## src/rfsw_pkg.sv

```systemverilog
// rfsw_pkg: constants, states and state struct for the rf switch path controller
// assumes a 25 MHz system clock; shared by the controller and its pulse timer
package rfsw_pkg;

  // ----------------------------------------------------------------
  // timing
  // ----------------------------------------------------------------
  localparam int unsigned CLK_HZ        = 25_000_000;
  localparam int unsigned LATCH_MS      = 15;
  localparam int unsigned LATCH_CYC     = (CLK_HZ / 1000) * LATCH_MS;
  localparam int unsigned TMR_W         = 20;

  // ----------------------------------------------------------------
  // path layout
  // ----------------------------------------------------------------
  localparam int unsigned NPATH         = 6;
  localparam int unsigned PATH_W        = 3;
  localparam logic [5:0]  FOUR_MASK     = 6'h36;  // positions 1 and 4 unused
  localparam logic [5:0]  SIX_MASK      = 6'h3f;
  localparam logic [5:0]  NO_PATHS      = 6'h00;
  localparam logic [5:0]  ONE_PATH      = 6'h01;
  localparam logic [2:0]  PATH_ZERO     = 3'h0;

  // ----------------------------------------------------------------
  // commands, controller states and state struct
  // ----------------------------------------------------------------
  typedef enum logic [1:0] {
    RFSW_CMD_SELECT,
    RFSW_CMD_MBB,
    RFSW_CMD_OPEN_ALL
  } rfsw_cmd_e;

  typedef enum {
    RFSW_IDLE,
    RFSW_RELEASE,
    RFSW_DRIVE,
    RFSW_OVERLAP,
    RFSW_DROP_OLD,
    RFSW_OPEN,
    RFSW_CHECK
  } rfsw_state_e;

  typedef struct packed {
    rfsw_state_e state;
    logic [5:0]  drive;
    logic        open_all;
    logic [5:0]  want;
    logic [5:0]  old_sel;
    logic        busy;
    logic        done;
    logic        fault;
    logic        tmr_go;
  } rfsw_s;

endpackage : rfsw_pkg

```

## src/rfsw_tmr_if.sv

```systemverilog
// rfsw_tmr_if: start/expiry signals between controller and its latch timer
// assumes one clock domain shared by both ends
`timescale 1ns/1ns
interface rfsw_tmr_if;
  logic start;
  logic expired;
  modport ctl (output start, input expired);
  modport tmr (input start, output expired);
endinterface : rfsw_tmr_if

```

## src/rfsw_ctrl.sv

```systemverilog
// rfsw_ctrl: host-side controller driving a latching multiport rf switch
// assumes drive pins are buffered outside (ground-drive inverts, logic-level not)
// assumes indicator inputs are already synchronous to clk_sys and high = closed
//
// Functional notes
// one asserted drive closes path, opens others
// switch breaks before it makes
// unselected paths terminated, solenoid current removed
// switch cuts drive current after latching
// drive pulses last at least 15 ms
// ground-drive variant: pull low selects
// logic-level variant: drive high selects
// deassert unwanted drives before new select
// drop all drives, then assert open-all
// solder variant has no open-all
// make-before-break: overlap 15 ms, drop old
// both paths close, old opens alone
// each closed path shows its indicator
// indicators follow real mechanical position
// four-throw leaves positions 1, 4 unused
// reset idles drives; verify indicators after command
`timescale 1ns/1ns
module rfsw_ctrl
  import rfsw_pkg::*;
#(
  parameter int unsigned LATCH_CYCLES       = LATCH_CYC,
  parameter bit          LOGIC_LEVEL_DRIVE  = 1'b1,
  parameter bit          SIX_THROW_CONFIG   = 1'b1,
  parameter bit          HAS_OPEN_ALL       = 1'b1,
  parameter bit          HOLD_DRIVE         = 1'b0
) (
  // clock, reset, enable
  input  wire logic              clk_sys,
  input  wire logic              rst,
  input  wire logic              ce,
  // command port
  input  wire logic              cmd_valid,
  input  wire rfsw_cmd_e         cmd_op,
  input  wire logic [PATH_W-1:0] cmd_path,
  output logic                   cmd_ready,
  output logic                   cmd_done,
  output logic                   cmd_fault,
  // switch pins
  output logic [NPATH-1:0]       drive_pin,
  output logic                   open_all_pin,
  input  wire logic [NPATH-1:0]  ind_closed
);

  // ----------------------------------------------------------------
  // helpers
  // ----------------------------------------------------------------
  localparam logic [5:0] VALID_MASK = SIX_THROW_CONFIG ? SIX_MASK : FOUR_MASK;

  rfsw_s       r;
  rfsw_s       next_r;
  rfsw_tmr_if  tif ();
  logic [5:0]  sel_onehot;
  logic        path_ok;
  logic [5:0]  pin_level;

  rfsw_latch_tmr #(
    .CYCLES (LATCH_CYCLES)
  ) u_tmr (
    .clk_sys (clk_sys),
    .rst     (rst),
    .ce      (ce),
    .tmr     (tif.tmr)
  );

  assign tif.start  = r.tmr_go;
  assign sel_onehot = (cmd_path < PATH_W'(NPATH)) ? (ONE_PATH << cmd_path) : NO_PATHS;
  assign path_ok    = |(sel_onehot & VALID_MASK);

  // ----------------------------------------------------------------
  // sequencer
  // ----------------------------------------------------------------
  always_comb begin
    next_r        = r;
    next_r.done   = 1'b0;
    next_r.tmr_go = 1'b0;
    unique case (r.state)
      RFSW_IDLE: begin
        if (cmd_valid) begin
          next_r.busy  = 1'b1;
          next_r.fault = 1'b0;
          unique case (cmd_op)
            RFSW_CMD_SELECT: begin
              if (path_ok) begin
                next_r.want  = sel_onehot;
                next_r.drive = NO_PATHS;  // drop unwanted drives first
                next_r.state = RFSW_RELEASE;
              end else begin
                next_r.fault = 1'b1;
                next_r.done  = 1'b1;
                next_r.busy  = 1'b0;
              end
            end
            RFSW_CMD_MBB: begin
              if (path_ok && (r.drive != NO_PATHS || r.old_sel != NO_PATHS)) begin
                next_r.want    = sel_onehot;
                next_r.drive   = r.old_sel | sel_onehot;  // old and new together
                next_r.tmr_go  = 1'b1;
                next_r.state   = RFSW_OVERLAP;
              end else begin
                next_r.fault = 1'b1;
                next_r.done  = 1'b1;
                next_r.busy  = 1'b0;
              end
            end
            RFSW_CMD_OPEN_ALL: begin
              if (HAS_OPEN_ALL) begin
                next_r.want  = NO_PATHS;
                next_r.drive = NO_PATHS;  // drives off before open-all
                next_r.state = RFSW_RELEASE;
              end else begin
                next_r.fault = 1'b1;
                next_r.done  = 1'b1;
                next_r.busy  = 1'b0;
              end
            end
            default: begin
              next_r.fault = 1'b1;
              next_r.done  = 1'b1;
              next_r.busy  = 1'b0;
            end
          endcase
        end
      end
      // one clean cycle with every drive low avoids two engaged paths
      RFSW_RELEASE: begin
        next_r.tmr_go = 1'b1;
        if (r.want == NO_PATHS) begin
          next_r.open_all = 1'b1;
          next_r.state    = RFSW_OPEN;
        end else begin
          next_r.drive = r.want;
          next_r.state = RFSW_DRIVE;
        end
      end
      RFSW_DRIVE: begin
        if (tif.expired) begin  // held at least the latch time
          if (!HOLD_DRIVE) begin
            next_r.drive = NO_PATHS;  // switch latched, pulse may end
          end
          next_r.old_sel = r.want;
          next_r.state   = RFSW_CHECK;
        end
      end
      RFSW_OVERLAP: begin
        if (tif.expired) begin  // new path closed after 15 ms
          next_r.drive  = r.want;  // only the old drive is dropped
          next_r.tmr_go = 1'b1;
          next_r.state  = RFSW_DROP_OLD;
        end
      end
      // dropping both drives at once would leave both paths latched closed
      RFSW_DROP_OLD: begin
        if (tif.expired) begin
          if (!HOLD_DRIVE) begin
            next_r.drive = NO_PATHS;  // old path opened, pulse may end
          end
          next_r.old_sel = r.want;
          next_r.state   = RFSW_CHECK;
        end
      end
      RFSW_OPEN: begin
        if (tif.expired) begin
          next_r.open_all = 1'b0;
          next_r.old_sel  = NO_PATHS;
          next_r.state    = RFSW_CHECK;
        end
      end
      RFSW_CHECK: begin
        // indicators reflect real position, so mismatch means a stuck path
        next_r.fault = ((ind_closed & VALID_MASK) != r.want);
        next_r.done  = 1'b1;
        next_r.busy  = 1'b0;
        next_r.state = RFSW_IDLE;
      end
    endcase
  end

  always_ff @(posedge clk_sys or posedge rst) begin
    if (rst) begin
      r <= '{state: RFSW_IDLE, default: '0};
    end else if (ce) begin
      r <= next_r;
    end
  end

  // ----------------------------------------------------------------
  // pin polarity
  // ----------------------------------------------------------------
  // ground-drive buffer outside inverts; a released pin floats to deselected
  assign pin_level = LOGIC_LEVEL_DRIVE ? next_r.drive : ~next_r.drive;

  logic [NPATH-1:0] drive_q;
  logic             open_q;
  logic             ready_q;
  always_ff @(posedge clk_sys or posedge rst) begin
    if (rst) begin
      drive_q <= LOGIC_LEVEL_DRIVE ? NO_PATHS : SIX_MASK;
      open_q  <= ~LOGIC_LEVEL_DRIVE;
      ready_q <= 1'b0;
    end else if (ce) begin
      drive_q <= pin_level;
      open_q  <= LOGIC_LEVEL_DRIVE ? next_r.open_all : ~next_r.open_all;
      ready_q <= (next_r.state == RFSW_IDLE);
    end
  end

  assign drive_pin    = drive_q;
  assign open_all_pin = open_q;
  assign cmd_ready    = ready_q;
  assign cmd_done     = r.done;
  assign cmd_fault    = r.fault;

endmodule : rfsw_ctrl

```

## src/rfsw_latch_tmr.sv

```systemverilog
// rfsw_latch_tmr: counts the minimum solenoid drive time after each start
// assumes start is a one-cycle pulse from the controller
`timescale 1ns/1ns
module rfsw_latch_tmr
  import rfsw_pkg::*;
#(
  parameter int unsigned CYCLES = LATCH_CYC
) (
  // clock and reset
  input  wire logic clk_sys,
  input  wire logic rst,
  input  wire logic ce,
  // controller side
  rfsw_tmr_if.tmr   tmr
);

  typedef struct packed {
    logic [TMR_W-1:0] cnt;
    logic             run;
    logic             expired;
  } rfsw_tmr_s;

  localparam logic [TMR_W-1:0] LAST = TMR_W'(CYCLES - 1);

  rfsw_tmr_s r;
  rfsw_tmr_s next_r;

  always_comb begin
    next_r         = r;
    next_r.expired = 1'b0;
    if (tmr.start) begin
      next_r.cnt = '0;
      next_r.run = 1'b1;
    end else if (r.run) begin
      if (r.cnt == LAST) begin
        next_r.run     = 1'b0;
        next_r.expired = 1'b1;
      end else begin
        next_r.cnt = r.cnt + 1'b1;
      end
    end
  end

  always_ff @(posedge clk_sys or posedge rst) begin
    if (rst) begin
      r <= '0;
    end else if (ce) begin
      r <= next_r;
    end
  end

  assign tmr.expired = r.expired;

endmodule : rfsw_latch_tmr

```

## config.mk

```make
export PLATFORM = sky130hd
export DESIGN_NAME = rfsw_ctrl
export DESIGN_NICKNAME = d
export VERILOG_FILES = /design/src/rfsw_pkg.sv /design/src/rfsw_tmr_if.sv /design/src/rfsw_ctrl.sv /design/src/rfsw_latch_tmr.sv
export SDC_FILE = /design/constraint.sdc
export NUM_CORES = 1
export LEC_CHECK = 0
export ABC_CLOCK_PERIOD_IN_PS = 2700
export BUFFER_PORTS_ARGS = -buffer_cell sky130_fd_sc_hd__buf_2
export CAP_MARGIN = 0
export CORE_MARGIN = 10
export CORE_UTILIZATION = 50
export DETAILED_ROUTE_END_ITERATION = 8
export PLACE_DENSITY = 0.68
export REMOVE_ABC_BUFFERS = 1
export SLEW_MARGIN = 0
export SYNTH_ARGS = -nofsm -noshare
export SYNTH_HDL_FRONTEND = slang
export SYNTH_SLANG_ARGS = --single-unit
```

## constraint.sdc

```tcl
create_clock -name clk_sys -period 2.7 [get_ports clk_sys]
set_input_delay 0.405 -clock clk_sys [delete_from_list [all_inputs] [get_ports clk_sys]]
set_output_delay 0.405 -clock clk_sys [all_outputs]
set_load 0.01 [all_outputs]
```

==> impl_metrics.toml, run 1 <==
[place]
placed_cell_area_um2 = 4170
port_buffers = 24
dp_hpwl_mm = 6.21
gp_congestion = 0.834
dp_cells = 506

[timing]
finalSetupViolCount = 0
period_minus_slack_ns = 2.42
hold_viol_final = 0
finClkSkew_ns = 0.0110
fin_setup_tns_ns = 0
fin_hold_ws_ns = 0.0947
max_freq_mhz = 412
timing.final.crit_share_pct = 89.8
slew_violations = 0
slew_headroom_pct = 56.6
rsz0062_at_grt = "false"
tightest_slew_ns = 0.648

[die]
io_pins = 25
core_area_um2 = 7730
die_x_um = 109
fp.dieArea_um2 = 11900
rows = 32
start_util_pct = 51.6
die_h_um = 109

[synthesis]
async_flop_share_pct = 100
ys_dominant_reg_cell = "dfrtp_1"
synth-seq-cells = 77
synth.avg_cell_area_um2 = 10.1
yosysWarningCount = 0
syn-cell-area_um2 = 3990
synth_cell_types = 62
yosysSeqAreaShare_pct = 48.3
synth_edf_count = 0
synthCells = 396

[worst_setup_path]
crit_top_cell = "nor4_1"
crit_fanout = 22
cp-start-kind = "flop"
crit_required_ns = 2.91
r2r_cells = 5
cp-end-kind = "flop"
slowest_delay_ns = 0.61
arrival_ns = 2.64
cp_slowest_cell = "nor4_1"
worstSetupPathType = "reg2reg"
worstPathCellList = "nor4_1 > nand4_1 > nor4_1 > o221a_2 > nor2b_1"

[pwr]
power_density_nw_per_um2 = 707
vdd_drop_max_v = 0.000480
totalPowerFinal_mw = 3.12
p_leak_nw = 2.01

[finish]
largest_register_ffs = 44
final_cell_mix = "dfrtp_1, nand2_1, nor2b_1, inv_1, buf_2"
drive_gt1_share_pct = 16.0
nets = 431
antenna_cells = 0
mostFrequentLayoutCell = "dfrtp_1"
fin_cells = 522
largest-register = "r"
fin_area_um2 = 4410
syn_to_final_growth_pct = 10.6

[global_routing]
grt_start_max_net_pins = 52
grt-ovfl-total = 0
grt_pass1_wl_mm = 14.2
gr-usage-all-layers_pct = 14.8
antenna_found_initial = 0
grt_pass1_vias = 2878

[detailed_routing]
post_drt_wl_per_cell_um = 16.4
vias = 3092
avgViaCountPerCell = 5.92
ant_nets = 0
drc = 0
first_pass_iters = 5
drtIter0Drc = 182
drt_wl_total_mm = 8.56

[cts]
hold_buffers = 0
cts_buffers = 9
cts_max_level = 3
clockRootBuffer = "clkbuf_8"
clock_latency_ns = 0.35
cts.sinks = 77
clk_pin_slew_worst_paths_ns = 0.07
cts_setup_buffers = 0
clk_path_buf_depth = 2
cts-resized-gates = 0
cts_tree = "done"

[run]
maxCapViolations = 0

[worst_hold_path]
holdCritPathClass = "in2async"

[status]
status = "finished clean"
[power by group]
part	total, mW	leakage (nW)	internal [mW]	switching, mW
logic	0.625	0.866	0.260	0.365
clock network	1.05	0.121	0.639	0.413
registers	1.44	1.02	1.27	0.170
total	3.12	2.01	2.17	0.949
[area by class of cell]
cell class	count	area, um^2
clock inverters	4	95.1
flip-flops and latches	77	1930
inverters	25	93.8
clock buffers	12	145
fillers	674	3310
repair buffers	29	170
multi-input cells	273	1850
well taps	102	128
[critical path, delay by kind of cell (launching register included)]
kind             cells  cell delay, ns
AND/OR/NAND/NOR      4            1.32
flip-flops           1            0.38
AO/OA/AOI/OAI        1            0.58
[worst paths after layout]
check,start,end,slack (ns)
setup / recovery,r[26],r[54],0.28
hold / removal,rst,r[31],0.09
setup reg to reg,r[26],r[54],0.28
hold reg to reg,r[30],r[30],0.49
max in group asynchronous,rst,r[7],1.96
min in group clk_sys,ce,tif.start,0.48
[kinds of logic (layout without fill, tap and decap cells)]
| family | after synthesis | count (layout) | synth area share (%) |
|---|---|---|---|
| adder cells (fa/ha/maj) | 1 | 1 | 0.314 |
| AND/OR/NAND/NOR | 155 | 155 | 22.3 |
| buffers and inverters | 46 | 70 | 5.21 |
| XOR/XNOR | 12 | 12 | 2.63 |
| AO/OA/AOI/OAI | 85 | 85 | 15.8 |
| multiplexers | 20 | 20 | 5.40 |
| flip-flops | 77 | 77 | 48.3 |
[per-layer routing]
layer | up-vias | global-route usage [%] | wire length [um]
li1 | 1484 | - | -
met1 | 1499 | 21.2 | 4060
met2 | 91 | 21.2 | 3810
met3 | 18 | 3.22 | 513
met4 | 0 | 6.23 | 165
met5 | - | 0 | 0
[cell usage after synthesis, types with 6 or more instances]
master	n	area share [%]
dfrtp_1	77	48
nand2_1	30	2.8
inv_1	25	2.4
nor2b_1	24	3.8
nor2_1	22	2.1
o21ai_0	18	2.3
a21oi_1	17	2.1
nor4_1	14	2.2
mux2i_1	11	2.8
xnor2_1	10	2.2
and2_1	9	1.4
nand4_1	9	1.4
mux2_2	8	2.3
buf_4	7	1.3
clkbuf_1	7	0.66
nor3_1	7	0.88
o31ai_1	7	1.3
and3_1	6	0.94
buf_2	6	0.75
[metrics by stage]
stage | setup WS, ns | util (%)
after floorplan | 0.328 | -
after global placement | 0.429 | 54.0
after detailed placement | 0.355 | 54.0
after CTS | 0.320 | 57.1
after global routing | 0.0360 | 57.1
final | 0.276 | 57.1
No activity file was read; power rests on OpenSTA's default activity.
==> run 2: changes to the inputs <==
RECOVER_POWER = 100   (was unset)
==> impl_metrics.toml, run 2 (synthesis results as in run 1) <==
[status]
status = "finished clean"

[cts]
cts_tree = "done"
cts.sinks = 77
cts_max_level = 3
clockRootBuffer = "clkbuf_8"
cts-resized-gates = 0
cts_buffers = 9
clk_pin_slew_worst_paths_ns = 0.07
clock_latency_ns = 0.35
cts_setup_buffers = 0
hold_buffers = 0
clk_path_buf_depth = 2

[finish]
multi_input_area_um2 = 1820
fin_area_um2 = 4350
drive_gt1_share_pct = 12.1
final_core_util_pct = 56.3
antenna_cells = 0
fin_cells = 522
register_area_um2 = 1930
largest_register_ffs = 44
mostFrequentLayoutCell = "dfrtp_1"
nets = 431
nFillCells = 691
final_cell_mix = "dfrtp_1, nand2_1, inv_1"
largest-register = "r"
syn_to_final_growth_pct = 9.13

[worst_setup_path]
rrSetupSlack_ns = 0.24
cp_top_family = "compound AO/OA/AOI/OAI gates"
worstSetupPathType = "reg2reg"
arrival_ns = 2.70
crit_fanout = 9
cp-end-kind = "flop"
crit_required_ns = 2.94
worstPathCellList = "ha_1 > nor4bb_1 > and4b_1 > a2111oi_1 > a21oi_1 > a31o_2"
slowest_delay_ns = 0.81
cp_slowest_cell = "a2111oi_1"
crit_buf_inv = 0
cp-start-kind = "flop"

[die]
die_x_um = 109
fp.dieArea_um2 = 11900
io_pins = 25
start_util_pct = 51.6
die_h_um = 109
rows = 32
core_area_um2 = 7730

[detailed_routing]
drt_wl_total_mm = 8.61
highest_layer = "met4"
first_pass_iters = 5
vias = 3096
wl_met1_mm = 4.09
met3_wirelength_um = 548
post_drt_wl_per_cell_um = 16.5
avgViaCountPerCell = 5.93
ant_nets = 0
drtIter0Drc = 160
drc = 0
wl_met2_mm = 3.81

[timing]
slew_headroom_pct = 18.2
timing.final.crit_share_pct = 91.1
rsz0062_at_grt = "false"
max_freq_mhz = 407
fin_setup_tns_ns = 0
slew_violations = 0
hold_viol_final = 0
tightest_slew_ns = 1.23
finalSetupViolCount = 0
finClkSkew_ns = 0.0110
period_minus_slack_ns = 2.46

[place]
dp_cells = 506
dp_hpwl_mm = 6.21
port_buffers = 24
gp_congestion = 0.834
placed_cell_area_um2 = 4170

[worst_hold_path]
holdCritPathClass = "in2async"

[global_routing]
grt_start_max_net_pins = 52
grt-ovfl-total = 0
gr-usage-all-layers_pct = 14.8
antenna_found_initial = 0
grt_pass1_vias = 2878
grt_pass1_wl_mm = 14.2

[pwr]
vdd_drop_max_v = 0.000480
power_density_nw_per_um2 = 712
p_leak_nw = 1.95

[run]
maxCapViolations = 0
[run 2: changes by cell type in the layout (fill, tap and decap cells not counted), sizes merged]
cell	change
buf	-12
clkbuf	+12
[run 2: area by class of cell]
| cell class | instances | area share [%] |
|---|---|---|
| Sequential cell | 77 | 44.3 |
| Multi-Input combinational cell | 273 | 41.9 |
| Clock buffer | 12 | 3.33 |
| Timing Repair Buffer | 29 | 3.22 |
| Tap cell | 102 | 2.93 |
| Clock inverter | 4 | 2.18 |
| Inverter | 25 | 2.16 |
[run 2: layer usage]
layer  GRT usage [%]  vias up
met5               0        -
met4            6.23        0
met3            3.22       18
met2            21.2      100
met1            21.2     1495
li1                -     1483
[run 2: through the flow]
stage | power [mW] | hold WS (ns) | setup WS, ns
CTS | 3.13 | 0.108 | 0.320
global route | 3.25 | 0.321 | 0.0354
floorplan | 1.85 | 0.454 | 0.328
global placement | 2.07 | 0.470 | 0.429
detailed placement | 2.08 | 0.472 | 0.355
finish | 3.10 | 0.251 | 0.241
[run 2: power by group]
group | total (mW) | switching [mW] | leakage (nW) | internal [mW]
Combinational | 0.603 | 0.362 | 0.807 | 0.241
Sequential | 1.44 | 0.171 | 1.02 | 1.27
Clock | 1.05 | 0.415 | 0.121 | 0.639
Total | 3.10 | 0.949 | 1.95 | 2.15
[run 2: worst paths after layout]
check / from / endpoint / cells after the start
worst min register to register: r[30] / r[30] / 1
min in group clk_sys: ce / cmd_ready / 3
worst min-delay path: rst / r[31] / 2
worst max register to register: u_tmr.r[2] / u_tmr.r[19] / 6
max in group asynchronous: rst / r[7] / 3
worst max-delay path: u_tmr.r[2] / u_tmr.r[19] / 6
[run 2: worst register-to-register path, stage by stage, from the launching register on]
cell and delay, ns:
dfrtp_1 0.41, ha_1 0.26, nor4bb_1 0.16, and4b_1 0.32, a2111oi_1 0.81, a21oi_1 0.16, a31o_2 0.24
==> run 3: changes to the inputs <==
ABC_AREA = 1   (was unset)
CTS_CLUSTER_DIAMETER = 30   (was unset)
PLACE_DENSITY = 0.67   (was 0.68)
==> impl_metrics.toml, run 3 <==
[cts]
cts.sinks = 77
clk_path_buf_depth = 2
clock_latency_ns = 0.36
cts-resized-gates = 0
cts_buffers = 9
cts_setup_buffers = 0
cts_max_level = 3
clk_pin_slew_worst_paths_ns = 0.08
cts_tree = "done"
hold_buffers = 0
clockRootBuffer = "clkbuf_8"

[detailed_routing]
ant_nets = 0
drc = 0
drt_wl_total_mm = 10.9
post_drt_wl_per_cell_um = 15.0
first_pass_iters = 6
drtIter0Drc = 301
avgViaCountPerCell = 5.50
vias = 3994

[die]
die_x_um = 114
start_util_pct = 50.9
fp.dieArea_um2 = 13000
core_area_um2 = 8680
io_pins = 25
rows = 34
die_h_um = 114

[synthesis]
ys_top_cells_by_area = "dfrtp_1, nand2_1, nor2_1, nand3_1, inv_1"
yosysSeqAreaShare_pct = 43.6
syn-cell-area_um2 = 4420
synth_edf_count = 0
yosysWarningCount = 0
yosys.area.top_type_share_pct = 43.6
synthCells = 595
ys_dominant_reg_cell = "dfrtp_1"
synth_top_area_cell = "dfrtp_1"
synth-seq-cells = 77
async_flop_share_pct = 100
yosys-top-cells-count = "nand2_1, nor2_1, dfrtp_1, inv_1, nand3_1"
yosysMostFrequentCell = "nand2_1"
synth_cell_types = 35
synth.avg_cell_area_um2 = 7.43

[timing]
fin_hold_ws_ns = 0.376
hold_viol_final = 0
tightest_slew_ns = 1.77
slew_headroom_pct = -18.4
rsz0062_at_grt = "false"
slew_violations = 41
timing.final.crit_share_pct = 85.8
finClkSkew_ns = 0.0121
finalSetupViolCount = 0
max_freq_mhz = 432
period_minus_slack_ns = 2.32
fin_setup_tns_ns = 0
setup_ws_ns = 0.383

[place]
dp_hpwl_mm = 8.00
gp_congestion = 0.944
port_buffers = 24
place_ws_ns = 0.500

[worst_hold_path]
holdCritPathClass = "in2reg"
hold_start = "ce"

[worst_setup_path]
arrival_ns = 2.57
cp-end-kind = "flop"
crit_fanout = 8
crit_start = "r[27]"
cp-start-kind = "flop"
crit_required_ns = 2.95
rrSetupSlack_ns = 0.38
r2r_start = "r[27]"
worstSetupPathType = "reg2reg"

[global_routing]
grt_start_max_net_pins = 41
grt-ovfl-total = 0
antenna_found_initial = 0
grt_pass1_wl_mm = 18.6
gr-usage-all-layers_pct = 17.3
grt_pass1_vias = 3734

[finish]
nets = 629
final_cell_mix = "nand2_1, nor2_1, dfrtp_1"
nFillCells = 888
largest_register_ffs = 44
mostFrequentLayoutCell = "nand2_1"
antenna_cells = 0
largest-register = "r"
drive_gt1_share_pct = 7.93
syn_to_final_growth_pct = 8.41

[status]
status = "complete, but fails checks"
violations = "capacitance limit, slew limit"

[pwr]
totalPowerFinal_mw = 3.59
power_density_nw_per_um2 = 750
vdd_drop_max_v = 0.000318
p_leak_nw = 2.37

[run]
maxCapViolations = 1
[run 3: changes by cell type in the layout (fill, tap and decap cells not counted), sizes merged, moves of 17 or more]
cell	before	now
o21ai	18	35
nor2	23	87
nor2b	24	0
nand2	30	137
nand3	5	47
inv	25	64
[run 3: cell type report]
cell class,instances,area [um^2],area share (%)
Clock inverter,5,85.1,1.78
Timing Repair Buffer,29,136,2.85
Tap cell,108,135,2.82
Multi-Input combinational cell,430,2130,44.4
Inverter,66,249,5.20
Sequential cell,77,1930,40.2
Clock buffer,11,131,2.74
[run 3: logic make-up after synthesis]
group / Yosys count / synth area share, %
AOI/OAI and AO/OA: 102 / 13.9
xor gates and xnor gates: 17 / 3.37
adders and majority gates: 1 / 0.283
buffers and inverters: 88 / 8.16
DFF: 77 / 43.6
muxes: 1 / 0.311
and+or+nand+nor: 309 / 30.4
[run 3: path summary, 6_finish.rpt]
check,cells past startpoint,to
hold reg to reg,2,drive_pin[4]
setup / recovery,11,drive_pin[0]
setup reg to reg,11,drive_pin[0]
min in group asynchronous,2,u_tmr.r[2]
hold / removal,2,r[26]
max in group asynchronous,3,r[27]
[run 3: through the flow]
step	area [um^2]	utilization, %	std cells
3_3_place_gp	4610	53.1	710
3_5_place_dp	4610	53.1	710
4_1_cts	4830	55.6	726
5_1_grt	4790	55.2	726
6_report	4790	55.2	726
2_1_floorplan	4310	-	573
[run 3: per-layer routing]
layer,global-route usage (%),vias up,wire length [um]
met5,0,-,0
met4,6.27,0,227
met3,4.09,19,566
met2,26.5,103,4980
met1,23.4,1879,5150
li1,-,1993,-
[run 3: critical path: stages, from the launching register on]
cell and delay (ns):
dfrtp_1 0.40, nor2_1 0.19, nand2_1 0.07, nor2_1 0.10
nand2_1 0.15, nor2_8 0.16, nand2_1 0.13, nor3_4 0.29
mux2i_2 0.46, nand2_4 0.12, nand2_1 0.09, nand2_1 0.04
[run 3: where the power goes]
| part | leakage (nW) | switching (mW) | total, mW | internal (mW) |
|---|---|---|---|---|
| Clock | 0.104 | 0.440 | 0.965 | 0.525 |
| Combinational | 1.21 | 0.834 | 1.20 | 0.364 |
| Sequential | 1.06 | 0.160 | 1.43 | 1.27 |
